### src/rtl/dcc_pkg.sv
package dcc_pkg;
	localparam logic [3:0] DCC_OFF_CTRL1 = 4'h0;
	localparam logic [3:0] DCC_OFF_CTRL2 = 4'h4;
	localparam logic [3:0] DCC_OFF_AUX = 4'h8;
	localparam logic [3:0] DCC_OFF_IRQ = 4'hC;
	localparam int DCC_BIT_EN = 7;
	localparam int DCC_BIT_RES = 6;
	localparam int DCC_BIT_DRV = 5;
	localparam int DCC_BIT_INV = 4;
	localparam int DCC_BIT_REF = 2;
	localparam int DCC_BIT_MIR1 = 7;
	localparam int DCC_BIT_MIR2 = 6;
	localparam int DCC_AUX_SYNC = 0;
	localparam int DCC_AUX_GSRC = 1;
	localparam int DCC_IRQ_FLAG0 = 0;
	localparam int DCC_IRQ_EN0 = 2;
	localparam int DCC_IRQ_PERIPHERAL_IRQ_ENABLE = 4;
	localparam int DCC_IRQ_GIE = 5;
	localparam logic [7:0] DCC_CTRL_RESET = 8'h00;
	localparam logic [1:0] DCC_AUX_RESET = 2'h2;
	localparam logic [7:0] DCC_CTRL_WMASK = 8'hB7;
	localparam logic [1:0] DCC_PHASES = 2'h3;
	localparam logic [1:0] DCC_RESP_OKAY = 2'h0;
	localparam logic [1:0] DCC_RESP_SLVERR = 2'h2;
	// per-comparator control fields
	typedef struct packed {
		logic en;
		logic drv;
		logic inv;
		logic ref_sel;
		logic [1:0] chan;
	} dcc_ctrl_s;
	// per-comparator analog steering towards the core
	typedef struct packed {
		logic power_on;
		logic ref_sel;
		logic [1:0] chan;
	} dcc_analog_s;
endpackage

### src/rtl/dcc_top.sv
// Local design decisions: the address map and the AXI4-Lite interface to the registers.
`timescale 1ns/10ps
module dcc_top
(
	// clock and reset
	input wire logic clk_in,
	input wire logic rst_in,
	// axi4-lite write address, data and response
	input wire logic [3:0] s_awaddr_in,
	input wire logic s_awvalid_in,
	output logic s_awready_out,
	input wire logic [31:0] s_wdata_in,
	input wire logic [3:0] s_wstrb_in,
	input wire logic s_wvalid_in,
	output logic s_wready_out,
	output logic [1:0] s_bresp_out,
	output logic s_bvalid_out,
	input wire logic s_bready_in,
	// axi4-lite read
	input wire logic [3:0] s_araddr_in,
	input wire logic s_arvalid_in,
	output logic s_arready_out,
	output logic [31:0] s_rdata_out,
	output logic [1:0] s_rresp_out,
	output logic s_rvalid_out,
	input wire logic s_rready_in,
	// analog cores and pins
	input wire logic [1:0] cmp_raw_in,
	input wire logic [1:0] pin_direction_in,
	output dcc_pkg::dcc_analog_s [1:0] cmp_analog_out,
	output logic [1:0] cmp_pin_out,
	output logic [1:0] cmp_pin_oe_out,
	output logic [1:0] port_override_out,
	// interrupt, wake and aux config
	output logic [1:0] cmp_irq_flag_out,
	output logic irq_req_out,
	output logic wake_out,
	output logic [1:0] aux_cfg_out
);
	import dcc_pkg::*;

	typedef struct packed {
		logic aw_got;
		logic [3:0] aw_addr;
		logic w_got;
		logic [31:0] w_data;
		logic [3:0] w_strb;
		logic bvalid;
		logic [1:0] bresp;
		logic rvalid;
		logic [31:0] rdata;
		logic [1:0] rresp;
		dcc_ctrl_s [1:0] ctrl;
		logic [1:0] aux;
		logic [1:0] ie;
		logic peripheral_irq_enable;
		logic global_irq_enable;
		logic [1:0] phase;
		logic [1:0] result;
		logic [1:0] latch_read;
		logic [1:0] latch_q1;
		logic [1:0] mis_prev;
		logic [1:0] flag;
		logic irq;
		logic wake;
		dcc_analog_s [1:0] analog;
		logic [1:0] pin;
		logic [1:0] pin_oe;
		logic [1:0] ovr;
	} dcc_state_s;

	dcc_state_s st_reg;
	dcc_state_s st_next;
	logic [1:0] res_now;
	logic [1:0] mismatch;
	logic [1:0] ctrl_rd;
	logic [1:0] ctrl_wr;
	logic [1:0] flag_wr0;
	logic [1:0] flag_wr1;
	logic wr_fire;
	logic rd_fire;
	logic [7:0] ctrl_byte [1:0];

	// polarity-adjusted result per comparator, forced low while disabled
	genvar gi;
	generate
		for (gi = 0; gi < 2; gi++)
		begin : g_cmp
			assign res_now[gi] = st_reg.ctrl[gi].en & (cmp_raw_in[gi] ^ st_reg.ctrl[gi].inv);
			assign mismatch[gi] = st_reg.latch_read[gi] ^ st_reg.latch_q1[gi];
			assign ctrl_byte[gi] = {st_reg.ctrl[gi].en, st_reg.result[gi], st_reg.ctrl[gi].drv,
				st_reg.ctrl[gi].inv, 1'b0, st_reg.ctrl[gi].ref_sel, st_reg.ctrl[gi].chan};
		end
	endgenerate

	// bus strobes
	always_comb
	begin
		wr_fire = st_reg.aw_got && st_reg.w_got && !st_reg.bvalid;
		rd_fire = s_arvalid_in && !st_reg.rvalid;
		ctrl_rd[0] = rd_fire && (s_araddr_in == DCC_OFF_CTRL1);
		ctrl_rd[1] = rd_fire && (s_araddr_in == DCC_OFF_CTRL2);
		ctrl_wr[0] = wr_fire && (st_reg.aw_addr == DCC_OFF_CTRL1) && st_reg.w_strb[0];
		ctrl_wr[1] = wr_fire && (st_reg.aw_addr == DCC_OFF_CTRL2) && st_reg.w_strb[0];
		for (int i = 0; i < 2; i++)
		begin
			flag_wr0[i] = wr_fire && (st_reg.aw_addr == DCC_OFF_IRQ) && st_reg.w_strb[0]
				&& !st_reg.w_data[DCC_IRQ_FLAG0 + i];
			flag_wr1[i] = wr_fire && (st_reg.aw_addr == DCC_OFF_IRQ) && st_reg.w_strb[0]
				&& st_reg.w_data[DCC_IRQ_FLAG0 + i];
		end
	end

	// next state
	always_comb
	begin
		st_next = st_reg;
		// write channel capture
		if (s_awvalid_in && !st_reg.aw_got)
		begin
			st_next.aw_got = 1'b1;
			st_next.aw_addr = s_awaddr_in;
		end
		if (s_wvalid_in && !st_reg.w_got)
		begin
			st_next.w_got = 1'b1;
			st_next.w_data = s_wdata_in;
			st_next.w_strb = s_wstrb_in;
		end
		if (wr_fire)
		begin
			st_next.aw_got = 1'b0;
			st_next.w_got = 1'b0;
			st_next.bvalid = 1'b1;
			st_next.bresp = DCC_RESP_OKAY;
			if (st_reg.aw_addr == DCC_OFF_CTRL1 || st_reg.aw_addr == DCC_OFF_CTRL2)
			begin
				if (st_reg.w_strb[0])
				begin
					// result bit and bit 3 are not writable
					for (int i = 0; i < 2; i++)
						if (ctrl_wr[i])
						begin
							st_next.ctrl[i].en = st_reg.w_data[DCC_BIT_EN];
							st_next.ctrl[i].drv = st_reg.w_data[DCC_BIT_DRV];
							st_next.ctrl[i].inv = st_reg.w_data[DCC_BIT_INV];
							st_next.ctrl[i].ref_sel = st_reg.w_data[DCC_BIT_REF];
							st_next.ctrl[i].chan = st_reg.w_data[1:0];
						end
				end
			end
			else if (st_reg.aw_addr == DCC_OFF_AUX)
			begin
				if (st_reg.w_strb[0])
					st_next.aux = st_reg.w_data[1:0];
			end
			else if (st_reg.aw_addr == DCC_OFF_IRQ)
			begin
				if (st_reg.w_strb[0])
				begin
					st_next.ie = st_reg.w_data[DCC_IRQ_EN0 +: 2];
					st_next.peripheral_irq_enable = st_reg.w_data[DCC_IRQ_PERIPHERAL_IRQ_ENABLE];
					st_next.global_irq_enable = st_reg.w_data[DCC_IRQ_GIE];
				end
			end
			else
				st_next.bresp = DCC_RESP_SLVERR;
		end
		if (st_reg.bvalid && s_bready_in)
			st_next.bvalid = 1'b0;
		// read channel
		if (rd_fire)
		begin
			st_next.rvalid = 1'b1;
			st_next.rresp = DCC_RESP_OKAY;
			st_next.rdata = 32'h0;
			if (s_araddr_in == DCC_OFF_CTRL1)
				st_next.rdata[7:0] = ctrl_byte[0];
			else if (s_araddr_in == DCC_OFF_CTRL2)
				st_next.rdata[7:0] = ctrl_byte[1];
			else if (s_araddr_in == DCC_OFF_AUX)
				st_next.rdata[7:0] = {st_reg.result[0], st_reg.result[1], 4'h0, st_reg.aux};
			else if (s_araddr_in == DCC_OFF_IRQ)
				st_next.rdata[7:0] = {2'h0, st_reg.global_irq_enable, st_reg.peripheral_irq_enable, st_reg.ie, st_reg.flag};
			else
				st_next.rresp = DCC_RESP_SLVERR;
		end
		if (st_reg.rvalid && s_rready_in)
			st_next.rvalid = 1'b0;
		// instruction cycle phase divider, phase 0 is the first clock phase
		st_next.phase = (st_reg.phase == DCC_PHASES) ? 2'h0 : st_reg.phase + 2'h1;
		for (int i = 0; i < 2; i++)
		begin
			if (st_reg.phase == 2'h0)
			begin
				st_next.result[i] = res_now[i];
				st_next.latch_q1[i] = res_now[i];
			end
			if (ctrl_rd[i] || ctrl_wr[i])
				st_next.latch_read[i] = st_reg.latch_q1[i];
			st_next.mis_prev[i] = mismatch[i];
			// set beats clear; flag independent of pin drive
			if (flag_wr0[i])
				st_next.flag[i] = 1'b0;
			if (flag_wr1[i] || (mismatch[i] && !st_reg.mis_prev[i]))
				st_next.flag[i] = 1'b1;
			st_next.analog[i].power_on = st_reg.ctrl[i].en;
			st_next.analog[i].ref_sel = st_reg.ctrl[i].ref_sel;
			st_next.analog[i].chan = st_reg.ctrl[i].chan;
			st_next.pin[i] = res_now[i];
			st_next.pin_oe[i] = st_reg.ctrl[i].drv && st_reg.ctrl[i].en
				&& !pin_direction_in[i];
			st_next.ovr[i] = st_reg.ctrl[i].drv;
		end
		st_next.irq = st_reg.global_irq_enable && st_reg.peripheral_irq_enable && |(st_reg.flag & st_reg.ie);
		st_next.wake = st_reg.peripheral_irq_enable && |(st_reg.flag & st_reg.ie);
	end

	// state register
	always_ff @(posedge clk_in or posedge rst_in)
	begin
		if (rst_in)
		begin
			st_reg <= '0;
			st_reg.aux <= DCC_AUX_RESET;
			st_reg.ctrl[0] <= dcc_ctrl_s'({DCC_CTRL_RESET[7], DCC_CTRL_RESET[5:4],
				DCC_CTRL_RESET[2:0]});
			st_reg.ctrl[1] <= dcc_ctrl_s'({DCC_CTRL_RESET[7], DCC_CTRL_RESET[5:4],
				DCC_CTRL_RESET[2:0]});
		end
		else
			st_reg <= st_next;
	end

	// outputs straight from the state register
	assign s_awready_out = !st_reg.aw_got;
	assign s_wready_out = !st_reg.w_got;
	assign s_bvalid_out = st_reg.bvalid;
	assign s_bresp_out = st_reg.bresp;
	assign s_arready_out = !st_reg.rvalid;
	assign s_rvalid_out = st_reg.rvalid;
	assign s_rdata_out = st_reg.rdata;
	assign s_rresp_out = st_reg.rresp;
	assign cmp_analog_out = st_reg.analog;
	assign cmp_pin_out = st_reg.pin;
	assign cmp_pin_oe_out = st_reg.pin_oe;
	assign port_override_out = st_reg.ovr;
	assign cmp_irq_flag_out = st_reg.flag;
	assign irq_req_out = st_reg.irq;
	assign wake_out = st_reg.wake;
	assign aux_cfg_out = st_reg.aux;

	// checks
	property p_flag_edge;
		@(posedge clk_in) disable iff (rst_in)
		(mismatch[0] && !st_reg.mis_prev[0]) |=> st_reg.flag[0];
	endproperty
	a_flag_edge: assert property (p_flag_edge) else $error("flag missed mismatch edge");

	property p_flag_clear;
		@(posedge clk_in) disable iff (rst_in)
		(flag_wr0[1] && !(mismatch[1] && !st_reg.mis_prev[1])) |=> !st_reg.flag[1];
	endproperty
	a_flag_clear: assert property (p_flag_clear) else $error("flag not cleared");

	property p_irq;
		@(posedge clk_in) disable iff (rst_in)
		##1 irq_req_out == $past(st_reg.global_irq_enable && st_reg.peripheral_irq_enable && |(st_reg.flag & st_reg.ie));
	endproperty
	a_irq: assert property (p_irq) else $error("irq gating wrong");

	property p_read_clears;
		@(posedge clk_in) disable iff (rst_in)
		ctrl_rd[0] |=> st_reg.latch_read[0] == $past(st_reg.latch_q1[0]);
	endproperty
	a_read_clears: assert property (p_read_clears) else $error("read did not refresh latch");

	property p_write_clears;
		@(posedge clk_in) disable iff (rst_in)
		ctrl_wr[1] |=> st_reg.latch_read[1] == $past(st_reg.latch_q1[1]);
	endproperty
	a_write_clears: assert property (p_write_clears) else $error("write did not refresh latch");

	property p_pin_oe;
		@(posedge clk_in) disable iff (rst_in)
		##1 cmp_pin_oe_out[0] == $past(st_reg.ctrl[0].drv && st_reg.ctrl[0].en
			&& !pin_direction_in[0]);
	endproperty
	a_pin_oe: assert property (p_pin_oe) else $error("pin drive gating wrong");

	property p_off_low;
		@(posedge clk_in) disable iff (rst_in)
		(!st_reg.ctrl[0].en && st_reg.phase == 2'h0) |=> !st_reg.latch_q1[0];
	endproperty
	a_off_low: assert property (p_off_low) else $error("disabled comparator active");

	property p_sample;
		@(posedge clk_in) disable iff (rst_in)
		(st_reg.phase == 2'h0) |=> st_reg.result[1] == $past(res_now[1]);
	endproperty
	a_sample: assert property (p_sample) else $error("result not sampled");

	property p_wake;
		@(posedge clk_in) disable iff (rst_in)
		(st_reg.peripheral_irq_enable && (st_reg.flag[0] && st_reg.ie[0])) |=> wake_out;
	endproperty
	a_wake: assert property (p_wake) else $error("no wake");

	// aux mirror reads must leave the read latches alone
	property p_aux_keeps;
		@(posedge clk_in) disable iff (rst_in)
		(rd_fire && s_araddr_in == DCC_OFF_AUX && !ctrl_wr[0] && !ctrl_wr[1])
			|=> $stable(st_reg.latch_read);
	endproperty
	a_aux_keeps: assert property (p_aux_keeps) else $error("aux read moved latch");

	// result bit only moves on the phase-0 sample, never by a write
	property p_res_ro;
		@(posedge clk_in) disable iff (rst_in)
		(st_reg.phase != 2'h0) |=> $stable(st_reg.result);
	endproperty
	a_res_ro: assert property (p_res_ro) else $error("result bit moved off phase");

	// pin follows the adjusted result one clock later
	property p_pin_pass;
		@(posedge clk_in) disable iff (rst_in)
		##1 cmp_pin_out == $past(res_now);
	endproperty
	a_pin_pass: assert property (p_pin_pass) else $error("pin path wrong");

	// no edge and no software set keeps a clear flag clear
	property p_no_edge;
		@(posedge clk_in) disable iff (rst_in)
		(!flag_wr1[0] && !(mismatch[0] && !st_reg.mis_prev[0]) && !st_reg.flag[0])
			|=> !st_reg.flag[0];
	endproperty
	a_no_edge: assert property (p_no_edge) else $error("flag set without edge");

	// software may set the flag itself
	property p_flag_set;
		@(posedge clk_in) disable iff (rst_in)
		flag_wr1[1] |=> st_reg.flag[1];
	endproperty
	a_flag_set: assert property (p_flag_set) else $error("flag write one lost");

	// second comparator has its own edge detector
	property p_own_flag;
		@(posedge clk_in) disable iff (rst_in)
		(mismatch[1] && !st_reg.mis_prev[1]) |=> st_reg.flag[1];
	endproperty
	a_own_flag: assert property (p_own_flag) else $error("second flag missed edge");

	// no wake without the peripheral enable
	property p_wake_off;
		@(posedge clk_in) disable iff (rst_in)
		!st_reg.peripheral_irq_enable |=> !wake_out;
	endproperty
	a_wake_off: assert property (p_wake_off) else $error("wake without enable");

	// override follows the drive bit alone
	property p_ovr;
		@(posedge clk_in) disable iff (rst_in)
		##1 port_override_out[1] == $past(st_reg.ctrl[1].drv);
	endproperty
	a_ovr: assert property (p_ovr) else $error("override gating wrong");

	// reference steering towards the core
	property p_ref_route;
		@(posedge clk_in) disable iff (rst_in)
		##1 cmp_analog_out[1].ref_sel == $past(st_reg.ctrl[1].ref_sel);
	endproperty
	a_ref_route: assert property (p_ref_route) else $error("reference steering wrong");

	// channel steering towards the core
	property p_chan_route;
		@(posedge clk_in) disable iff (rst_in)
		##1 cmp_analog_out[0].chan == $past(st_reg.ctrl[0].chan);
	endproperty
	a_chan_route: assert property (p_chan_route) else $error("channel steering wrong");

	c_mismatch: cover property (@(posedge clk_in) disable iff (rst_in) mismatch[0]);
	c_wake: cover property (@(posedge clk_in) disable iff (rst_in) wake_out);
	c_irq: cover property (@(posedge clk_in) disable iff (rst_in) irq_req_out);
	c_wr: cover property (@(posedge clk_in) disable iff (rst_in) ctrl_wr[0]);
endmodule

### config.mk
export PLATFORM = sky130hd
export DESIGN_NAME = dcc_top
export DESIGN_NICKNAME = d
export VERILOG_FILES = /design/src/rtl/dcc_pkg.sv /design/src/rtl/dcc_top.sv
export SDC_FILE = /design/constraint.sdc
export NUM_CORES = 1
export LEC_CHECK = 0
export ABC_AREA = 0
export BUFFER_PORTS_ARGS = -buffer_cell sky130_fd_sc_hd__buf_2
export CORE_MARGIN = 5
export CORE_UTILIZATION = 45
export CTS_CLUSTER_SIZE = 16
export DETAILED_ROUTE_END_ITERATION = 8
export GPL_ROUTABILITY_DRIVEN = 0
export PLACE_DENSITY_LB_ADDON = 0.15
export SYNTH_ARGS = -nofsm -noshare
export SYNTH_HDL_FRONTEND = slang
export SYNTH_SLANG_ARGS = --single-unit
### constraint.sdc
create_clock -name clk_in -period 3.4 [get_ports clk_in]
set_input_delay 0.68 -clock clk_in [delete_from_list [all_inputs] [get_ports clk_in]]
set_output_delay 0.68 -clock clk_in [all_outputs]
set_load 0.05 [all_outputs]
==> metrics.cfg, run 1 <==
[logic_synthesis]
avgSynthCellArea_sq_um = 12.0
synth_warnings = 0
ys_types = 39
synth-edff-count = 0
ys_async_sr_fraction_pct = 100
synth_seq_area_share_pct = 54.2
syn_area_sq_um = 3230
synth-seq-cells = 70
synthFlopType = dfrtp_1
syn_inst = 270

[floorplanning]
coreArea_sq_um = 6910
rows = 30
die_y_microns = 94.7
dieArea_sq_um = 8980
start_util_pct = 46.8
io_pins = 116
fp.dieW_microns = 94.7

[sta]
hold_violations = 0
skew_ns = 0.0124
totalNegativeSetupSlack_ns = 0
tightest_slew_ns = 0.858
fin_hold_ws_ns = 0.411
slew_headroom_pct = 42.8
drv_slew = 0
period_minus_slack_ns = 2.00
rsz0062_at_grt = false
max_freq_mhz = 501
fin_crit_sh_pct = 58.7
setup_viol = 0

[detailed_routing]
routed_wl_microns = 5850
ant_nets = 0
post_drt_wl_per_cell_microns = 14.3
drt_iter0_drc = 56
vias_per_cell = 4.64
first_pass_iters = 4
drc = 0
vias = 1893

[power]
clockPowerShare_pct = 24.3
power_density_nw_per_um2 = 879
swShare_pct = 39.5
seqPwrFrac_pct = 41.9
p_comb_share_pct = 33.8
power.net_switching_mw = 1.23
vdd_ir_drop_max_v = 0.000475
internal-power_mw = 1.89
power_leakage_nw = 1.80

[cells_and_area]
antenna_cells = 0
drive_gt1_share_pct = 38.5
largest_reg_flops = 26
syn2layout_area_growth_pct = 9.91
postLayoutCellArea_sq_um = 3550
layout_commonest_cell = dfrtp_1
mostFrequentLayoutCells = dfrtp_1, buf_2, conb_1
fill_cells = 679
layout.nets = 364

[place]
hpwl_microns = 4200
dpl_cell_area_sq_um = 3320
port_buffers = 61

[worst_setup_path]
rrSetupSlack_ns = 1.40
cp-end-kind = register
required_ns = 3.61
start_kind = register
cp_data_arrival_time_ns = 2.21
crit_type = reg2reg
cp_max_fo = 7

[global_route]
antenna_found_initial = 0
grt_usage_pct = 13.7
grt_max_degree = 71
grt_pass1_wl_microns = 9270
grt_pass1_vias = 1823
grt_overflow_total = 0

[job]
maxCapViolCount = 0

[status]
run_status = finished, final reports clean

[cts]
ctsResizeCount = 0
cts_sinks = 70
cts-root-buf = clkbuf_8
post_cts_buffers = 0
h-tree-depth = 3
insertion_delay_ns = 0.33
numCtsBuffers = 9
path_clk_slew_ns = 0.08
cts_tree = built
clockBufferDepth = 2
ctsHoldBuffers = 0

[hold_path]
worstHoldPathType = reg2reg

-- critical path: stages, from the launching register on --
cell and delay, ns:
dfrtp_1 0.40, or3b_4 0.43, nor4b_4 0.63, mux2_2 0.41
-- cells in the mapped netlist, types with 2 or more instances --
master	instances	share of area [%]
dfrtp_1	69	53
buf_4	54	13
mux2_2	25	8.7
o21ai_0	19	2.9
nand2_1	16	1.9
inv_1	10	1.2
mux2_4	7	3.3
nor2_1	7	0.81
nor2b_1	6	1.2
clkbuf_1	5	0.58
xor2_1	5	1.4
a22oi_1	4	0.93
nand3_1	4	0.62
and2_1	3	0.58
nand2b_1	3	0.58
nor3_1	3	0.46
a21o_1	2	0.46
a21oi_1	2	0.31
ha_1	2	0.77
mux2i_1	2	0.62
o21a_1	2	0.46
o31ai_1	2	0.46
or2_2	2	0.39
-- power groups by stage --
stage / Clock [mW] / Combinational (mW) / Sequential (mW)
after global placement: 0 / 1.05 / 1.32
final: 0.758 / 1.06 / 1.31
after CTS: 0.777 / 1.07 / 1.31
after global routing: 0.823 / 1.13 / 1.35
after floorplan: 0 / 1.00 / 1.29
after detailed placement: 0 / 1.07 / 1.33
-- metal layers --
metal	vias to the layer above	GRT usage [%]	wire length (microns)
li1	907	-	-
met1	920	18.3	2650
met2	59	21.0	2740
met3	7	3.43	376
met4	0	6.49	79
met5	-	0	0
-- worst paths after layout --
check,cells after the start,to,start
hold reg to reg,0,cmp_analog_out[2],ctrl_byte[2]
max in group asynchronous,3,cmp_pin_oe_out[0],rst_in
hold / removal,0,cmp_analog_out[2],ctrl_byte[2]
setup reg to reg,3,ctrl_byte[13],st_reg[122]
min in group asynchronous,3,cmp_analog_out[1],rst_in
setup / recovery,3,ctrl_byte[13],st_reg[122]
-- cell families after synthesis --
group	after synthesis	share of synthesized area (%)
other cells	1	0.116
compound gates	34	6.70
simple gates	53	9.49
mux	34	12.6
buf+inv	71	14.8
fa+ha+maj	2	0.774
xor+xnor	5	1.35
flops	70	54.2
-- stage by stage --
step | total power [mW] | util (%) | cells | worst slack [ns]
floorplan | 2.30 | - | 295 | 0.953
global route | 3.30 | 51.4 | 408 | 1.33
global placement | 2.38 | 48.1 | 392 | 1.25
CTS | 3.16 | 51.4 | 408 | 1.39
finish | 3.12 | 51.4 | 408 | 1.40
detailed placement | 2.39 | 48.1 | 392 | 1.26
-- cell type report --
cell class / instances / area (sq um) / area share, %
multi-input combinational: 154 / 1100 / 30.9
timing repair buffer: 62 / 313 / 8.81
inverter: 10 / 37.5 / 1.06
clock buffer: 11 / 151 / 4.26
clock inverter: 5 / 81.3 / 2.29
sequential: 70 / 1750 / 49.3
tap: 96 / 120 / 3.38
Power figures use the tool's default switching activity.
==> run 2: changes to the inputs <==
Clock period 3.4 ns to 1.9 ns, I/O delays scaled along.
==> run 2 against run 1 <==
Compared with the run above:
- clock-buffer cell count is 2 higher
- design area increased by 2.5%
- clock skew down 0.0030 ns
- largest cell class unchanged
- largest power group unchanged
- highest routed layer unchanged
==> metrics.cfg, run 2 (synthesis results as in run 1) <==
[status]
run_status = finished, final reports clean

[detailed_routing]
vias_per_cell = 4.55  ; -2.0%
first_pass_iters = 4  ; unchanged
vias = 1914  ; +1.1%
drt_iter0_drc = 58  ; +3.6%
ant_nets = 0  ; unchanged
drc = 0  ; unchanged
post_drt_wl_per_cell_microns = 14.5  ; +1.3%
routed_wl_microns = 6120  ; +4.6%

[floorplanning]
io_pins = 116  ; unchanged
die_y_microns = 94.7  ; unchanged
rows = 30  ; unchanged
dieArea_sq_um = 8980  ; unchanged
fp.dieW_microns = 94.7  ; unchanged
coreArea_sq_um = 6910  ; unchanged
start_util_pct = 46.8  ; unchanged

[sta]
hold_violations = 0  ; unchanged
skew_ns = 0.00941  ; -0.00295 ns
rsz0062_at_grt = false
totalNegativeSetupSlack_ns = 0  ; unchanged
period_minus_slack_ns = 1.87  ; -0.131 ns
max_freq_mhz = 536  ; +7.0%
fin_crit_sh_pct = 98.2  ; +39 points
setup_viol = 0  ; unchanged
drv_slew = 0  ; unchanged

[cts]
cts_tree = built
path_clk_slew_ns = 0.07  ; about the same
insertion_delay_ns = 0.34  ; about the same
post_cts_buffers = 0  ; unchanged
numCtsBuffers = 9  ; unchanged
ctsHoldBuffers = 0  ; unchanged
h-tree-depth = 3  ; unchanged
clockBufferDepth = 2  ; unchanged
cts-root-buf = clkbuf_8
cts_sinks = 70  ; unchanged

[cells_and_area]
layout_commonest_cell = dfrtp_1
layout.nets = 377  ; +3.6%
largest_reg_flops = 26  ; unchanged
layout.area.seq_sq_um = 1750  ; about the same
syn2layout_area_growth_pct = 12.6
multiInputGateArea_sq_um = 1100  ; +0.34%
drive_gt1_share_pct = 40.6  ; +2.2 points
mostFrequentLayoutCells = dfrtp_1, buf_2, conb_1
antenna_cells = 0  ; unchanged
fill_cells = 661  ; -2.7%

[global_route]
gr-max-usage-layer = met2
grtUsageMet2_pct = 22.9  ; +1.9 points
antenna_found_initial = 0  ; unchanged
grt_overflow_total = 0  ; unchanged
grt_usage_pct = 14.6  ; +0.82 points
grt_max_degree = 56  ; -21%
grt_pass1_wl_microns = 9830  ; +6.0%
grt_pass1_vias = 1992  ; +9.3%
grt_use_met1_pct = 19.0  ; +0.67 points
grt_util_met3_pct = 3.82  ; +0.40 points

[worst_setup_path]
cp_data_arrival_time_ns = 2.09  ; -0.12 ns
cp_max_fo = 7  ; unchanged
r2r_start = st_reg[122]
required_ns = 2.13  ; -1.48 ns
r2r_cells = 4  ; +1
crit_type = reg2reg
rrSetupSlack_ns = 0.03  ; -1.37 ns
rr_endpoint = st_reg[22]
cp-end-kind = register
start_kind = register

[hold_path]
worstHoldPathType = in2async

[job]
maxCapViolCount = 0  ; unchanged

[power]
power_density_nw_per_um2 = 1530  ; +74%
power_leakage_nw = 1.85  ; +2.8%
vdd_ir_drop_max_v = 0.000973  ; +100%
finalPower_mw = 5.56  ; +78%

[place]
hpwl_microns = 4420  ; +5.3%
port_buffers = 61  ; unchanged

-- run 2: cell count changes in the layout (fill, tap and decap cells not counted), sizes merged --
cell	change
clkinv	-1
clkbuf	+2
bufinv	-1
buf	+13
inv	-1
clkinvlp	+1
-- run 2: per-layer routing --
metal,share of wire (%),vias to the layer above
li1,-,927
met4,1.0,0
met5,0,-
met2,46,63
met1,47,919
met3,6.0,5
-- run 2: repair_timing --
| action | in CTS | in global routing |
|---|---|---|
| endpoints found under the setup margin | 5 | 1 |
| gates resized for setup | 0 | 1 |
| pin swaps | 2 | 0 |
-- run 2: cell type report --
type                    count  share of cell area, %
multi-input cells         154                   30.2
well taps                  96                   3.30
repair buffers             75                   11.6
flip-flops and latches     70                   48.2
inverters                  10                   1.13
clock buffers              13                   4.37
clock inverters             3                   1.17
-- run 2: where the power goes --
group	internal [mW]	switching [mW]	total, mW
logic	0.682	1.32	2.00
clock network	0.678	0.535	1.21
registers	1.98	0.372	2.35
total	3.34	2.22	5.56
-- run 2: worst max-delay path by stage --
stage | start | end | slack (ns) | cells after the start
after floorplan | s_bvalid_out | st_reg[22] | -0.04 | 5
after global placement | st_reg[122] | st_reg[22] | -0.01 | 4
after detailed placement | st_reg[122] | st_reg[22] | -0.03 | 4
after CTS | st_reg[122] | ctrl_byte[13] | 0.02 | 5
after global routing | st_reg[122] | ctrl_byte[10] | 0.004 | 5
final | st_reg[122] | st_reg[22] | 0.03 | 4
-- run 2: metrics by stage --
step | setup slack, ns | utilization, % | hold slack [ns] | std cells | instance area (sq um)
after floorplan | -0.0394 | - | 0.369 | 295 | 3330
after global placement | -0.00974 | 49.7 | 0.389 | 405 | 3430
after detailed placement | -0.0321 | 49.7 | 0.392 | 405 | 3430
after CTS | 0.0212 | 52.6 | 0.0178 | 421 | 3640
after global routing | 0.00350 | 52.7 | 0.0281 | 421 | 3640
final | 0.0342 | 52.7 | 0.0217 | 421 | 3640
-- run 2: worst max-delay path: stages, from the launching register on --
cell	delay [ns]
dfrtp_1	0.38
or3b_4	0.40
or4_4	0.55
o31ai_4	0.11
mux2_4	0.32
==> run 3: changes to the inputs <==
Settings changed: ABC_AREA 0 to 1, SKIP_CTS_REPAIR_TIMING set to 1.
==> run 3 against run 2 <==
Compared with the run above:
- cell count rose by 23%
- sequential power hardly changed
- synthesized cell count rose by 38%
- wire length up 4.6%
- flip-flop and latch count stayed put
- global-route usage fell by 0.35 points
- synthesized area grew 5.2%
- largest power group unchanged
==> metrics.cfg, run 3 <==
[cts]
h-tree-depth = 3  ; unchanged
insertion_delay_ns = 0.34  ; about the same
numCtsBuffers = 9  ; unchanged
cts_tree = built
path_clk_slew_ns = 0.07  ; about the same
clockBufferDepth = 2  ; unchanged
cts-root-buf = clkbuf_8
cts_sinks = 70  ; unchanged

[worst_setup_path]
critical_path.cell_chain = buf_2
required_ns = 1.52  ; -0.61 ns
crit_type = reg2out
cp-end-kind = output port
r2r_cells = 5  ; +1
cp_data_arrival_time_ns = 1.15  ; -0.94 ns
start_kind = register
rrSetupSlack_ns = 0.60  ; +0.57 ns
cp_max_fo = 3  ; -4
critical_path_buf_inv_count = 1  ; +1
r2r_start = s_rvalid_out
max_stage_delay_ns = 0.55  ; about the same
rr_endpoint = s_rdata_out[1]
critPathSlowestCell = dfstp_2
path_delay_family = flip-flops

[power]
vdd_ir_drop_max_v = 0.000814  ; -16%
power_density_nw_per_um2 = 1550  ; +1.7%
power_leakage_nw = 2.09  ; +13%

[detailed_routing]
ant_nets = 0  ; unchanged
vias = 2321  ; +21%
post_drt_wl_per_cell_microns = 12.4  ; -15%
drt_iter0_drc = 113  ; +95%
first_pass_iters = 4  ; unchanged
routed_wl_microns = 6400  ; +4.6%
drc = 0  ; unchanged
vias_per_cell = 4.50  ; -1.1%

[sta]
rsz0062_at_grt = false
fin_crit_sh_pct = 80.3  ; -18 points
period_minus_slack_ns = 1.53  ; -0.340 ns
drv_slew = 0  ; unchanged
totalNegativeSetupSlack_ns = 0  ; unchanged
setup_viol = 0  ; unchanged
max_freq_mhz = 655  ; +22%
skew_ns = 0.00509  ; -0.00432 ns
hold_violations = 0  ; unchanged

[cells_and_area]
antenna_cells = 0  ; unchanged
largest_reg_flops = 26  ; unchanged
layout_commonest_cell = nand2_1
mostFrequentLayoutCells = nand2_1, dfrtp_1, buf_2
syn2layout_area_growth_pct = 8.79
drive_gt1_share_pct = 25.7  ; -15 points
postLayoutCellArea_sq_um = 3700  ; +1.7%
fill_cells = 748  ; +13%
final_util_pct = 50.7  ; -2.0 points
layout.nets = 469  ; +24%

[floorplanning]
start_util_pct = 46.6  ; -0.16 points
rows = 31  ; +3.3%
die_y_microns = 96.9  ; +2.3%
io_pins = 116  ; unchanged
coreArea_sq_um = 7290  ; +5.6%
fp.dieW_microns = 96.9  ; +2.3%
dieArea_sq_um = 9400  ; +4.7%

[logic_synthesis]
yosys.area.top_type = dfrtp_1
synth-seq-cells = 70  ; unchanged
avgSynthCellArea_sq_um = 9.12  ; -24%
synthFlopType = dfrtp_1
syn_area_sq_um = 3400  ; +5.2%
yosys.cell_count.top_type = nand2_1
synth_commonest_cells = nand2_1, dfrtp_1, buf_4
synth_warnings = 0  ; unchanged
ys_top_cells_by_area = dfrtp_1, buf_4, nand2_1
synth-edff-count = 0  ; unchanged
ys_types = 31  ; -21%
syn_inst = 373  ; +38%
synth_seq_area_share_pct = 51.5  ; -2.7 points
synth_top_area_share_pct = 50.8  ; -2.7 points
ys_async_sr_fraction_pct = 100  ; unchanged

[global_route]
grt_pass1_vias = 2239  ; +12%
grt_usage_pct = 14.2  ; -0.35 points
grt_pass1_wl_microns = 10800  ; +9.7%
grt_util_met3_pct = 3.96  ; +0.13 points
grt_use_met1_pct = 18.8  ; -0.15 points
grtUsageMet2_pct = 21.4  ; -1.5 points
gr-max-usage-layer = met2
grt_overflow_total = 0  ; unchanged
antenna_found_initial = 0  ; unchanged
grt_max_degree = 71  ; +27%

[status]
run_status = finished, final reports clean

[place]
hpwl_microns = 4680  ; +5.8%
dpl_cell_area_sq_um = 3500  ; +1.9%
port_buffers = 61  ; unchanged

[hold_path]
worstHoldPathType = in2async

[job]
maxCapViolCount = 0  ; unchanged

## run 3: changes by cell type after synthesis, moves of 14 or more
cell,previous run,this run
nand2_1,16,84
inv_1,10,39
nand3_1,4,32
mux2_2,25,2
nor2_1,7,27
o21ai_0,19,5
## run 3: worst max-delay path by stage
stage                     cells after the start  slack, ns           start              to
final                                         1       0.37  aux_cfg_out[1]  aux_cfg_out[1]
after global routing                          2       0.32     st_reg[120]    s_wready_out
after CTS                                     1       0.34  aux_cfg_out[1]  aux_cfg_out[1]
after detailed placement                      6       0.53  s_araddr_in[3]  s_rdata_out[1]
after global placement                        6       0.56  s_araddr_in[3]  s_rdata_out[1]
after floorplan                               6       0.23    s_rvalid_out  s_rdata_out[0]
## run 3: kinds of logic (layout without fill, tap and decap cells)
| kind of cell | count (synthesis) | after routing | share of synthesized area (%) |
|---|---|---|---|
| flip-flops | 70 | 70 | 51.5 |
| multiplexers | 2 | 2 | 0.662 |
| AO/OA/AOI/OAI | 35 | 35 | 6.81 |
| adder cells (fa/ha/maj) | 2 | 2 | 0.736 |
| buffers and inverters | 101 | 120 | 17.9 |
| AND/OR/NAND/NOR | 160 | 160 | 21.7 |
| other | 1 | 26 | 0.110 |
| XOR/XNOR | 2 | 2 | 0.515 |
## run 3: layout make-up
class                      count  area (sq um)  share of cell area, %
sequential                    70          1750                   47.4
multi-input combinational    227          1130                   30.6
timing repair buffer          63           333                   9.00
inverter                      41           158                   4.26
clock buffer                  12           155                   4.19
tap                           99           124                   3.35
clock inverter                 4          45.0                   1.22
## run 3: layer usage
| metal | vias to the layer above | wire length, microns |
|---|---|---|
| met3 | 10 | 385 |
| met4 | 0 | 106 |
| li1 | 1169 | - |
| met5 | - | 0 |
| met2 | 70 | 2870 |
| met1 | 1072 | 3040 |
## run 3: stage by stage
stage	power [mW]	cells	setup WS, ns	hold WS (ns)
3_3_place_gp	4.56	500	0.559	0.391
6_report	5.75	516	0.374	0.141
4_1_cts	5.82	516	0.344	0.141
3_5_place_dp	4.60	500	0.526	0.390
2_1_floorplan	4.36	398	0.234	0.366
5_1_grt	6.12	516	0.319	0.162
## run 3: where the power goes
part	switching (mW)	leakage, nW	internal, mW
Combinational	1.68	1.09	0.517
Sequential	0.337	0.898	2.01
Clock	0.531	0.106	0.672
Total	2.55	2.09	3.20
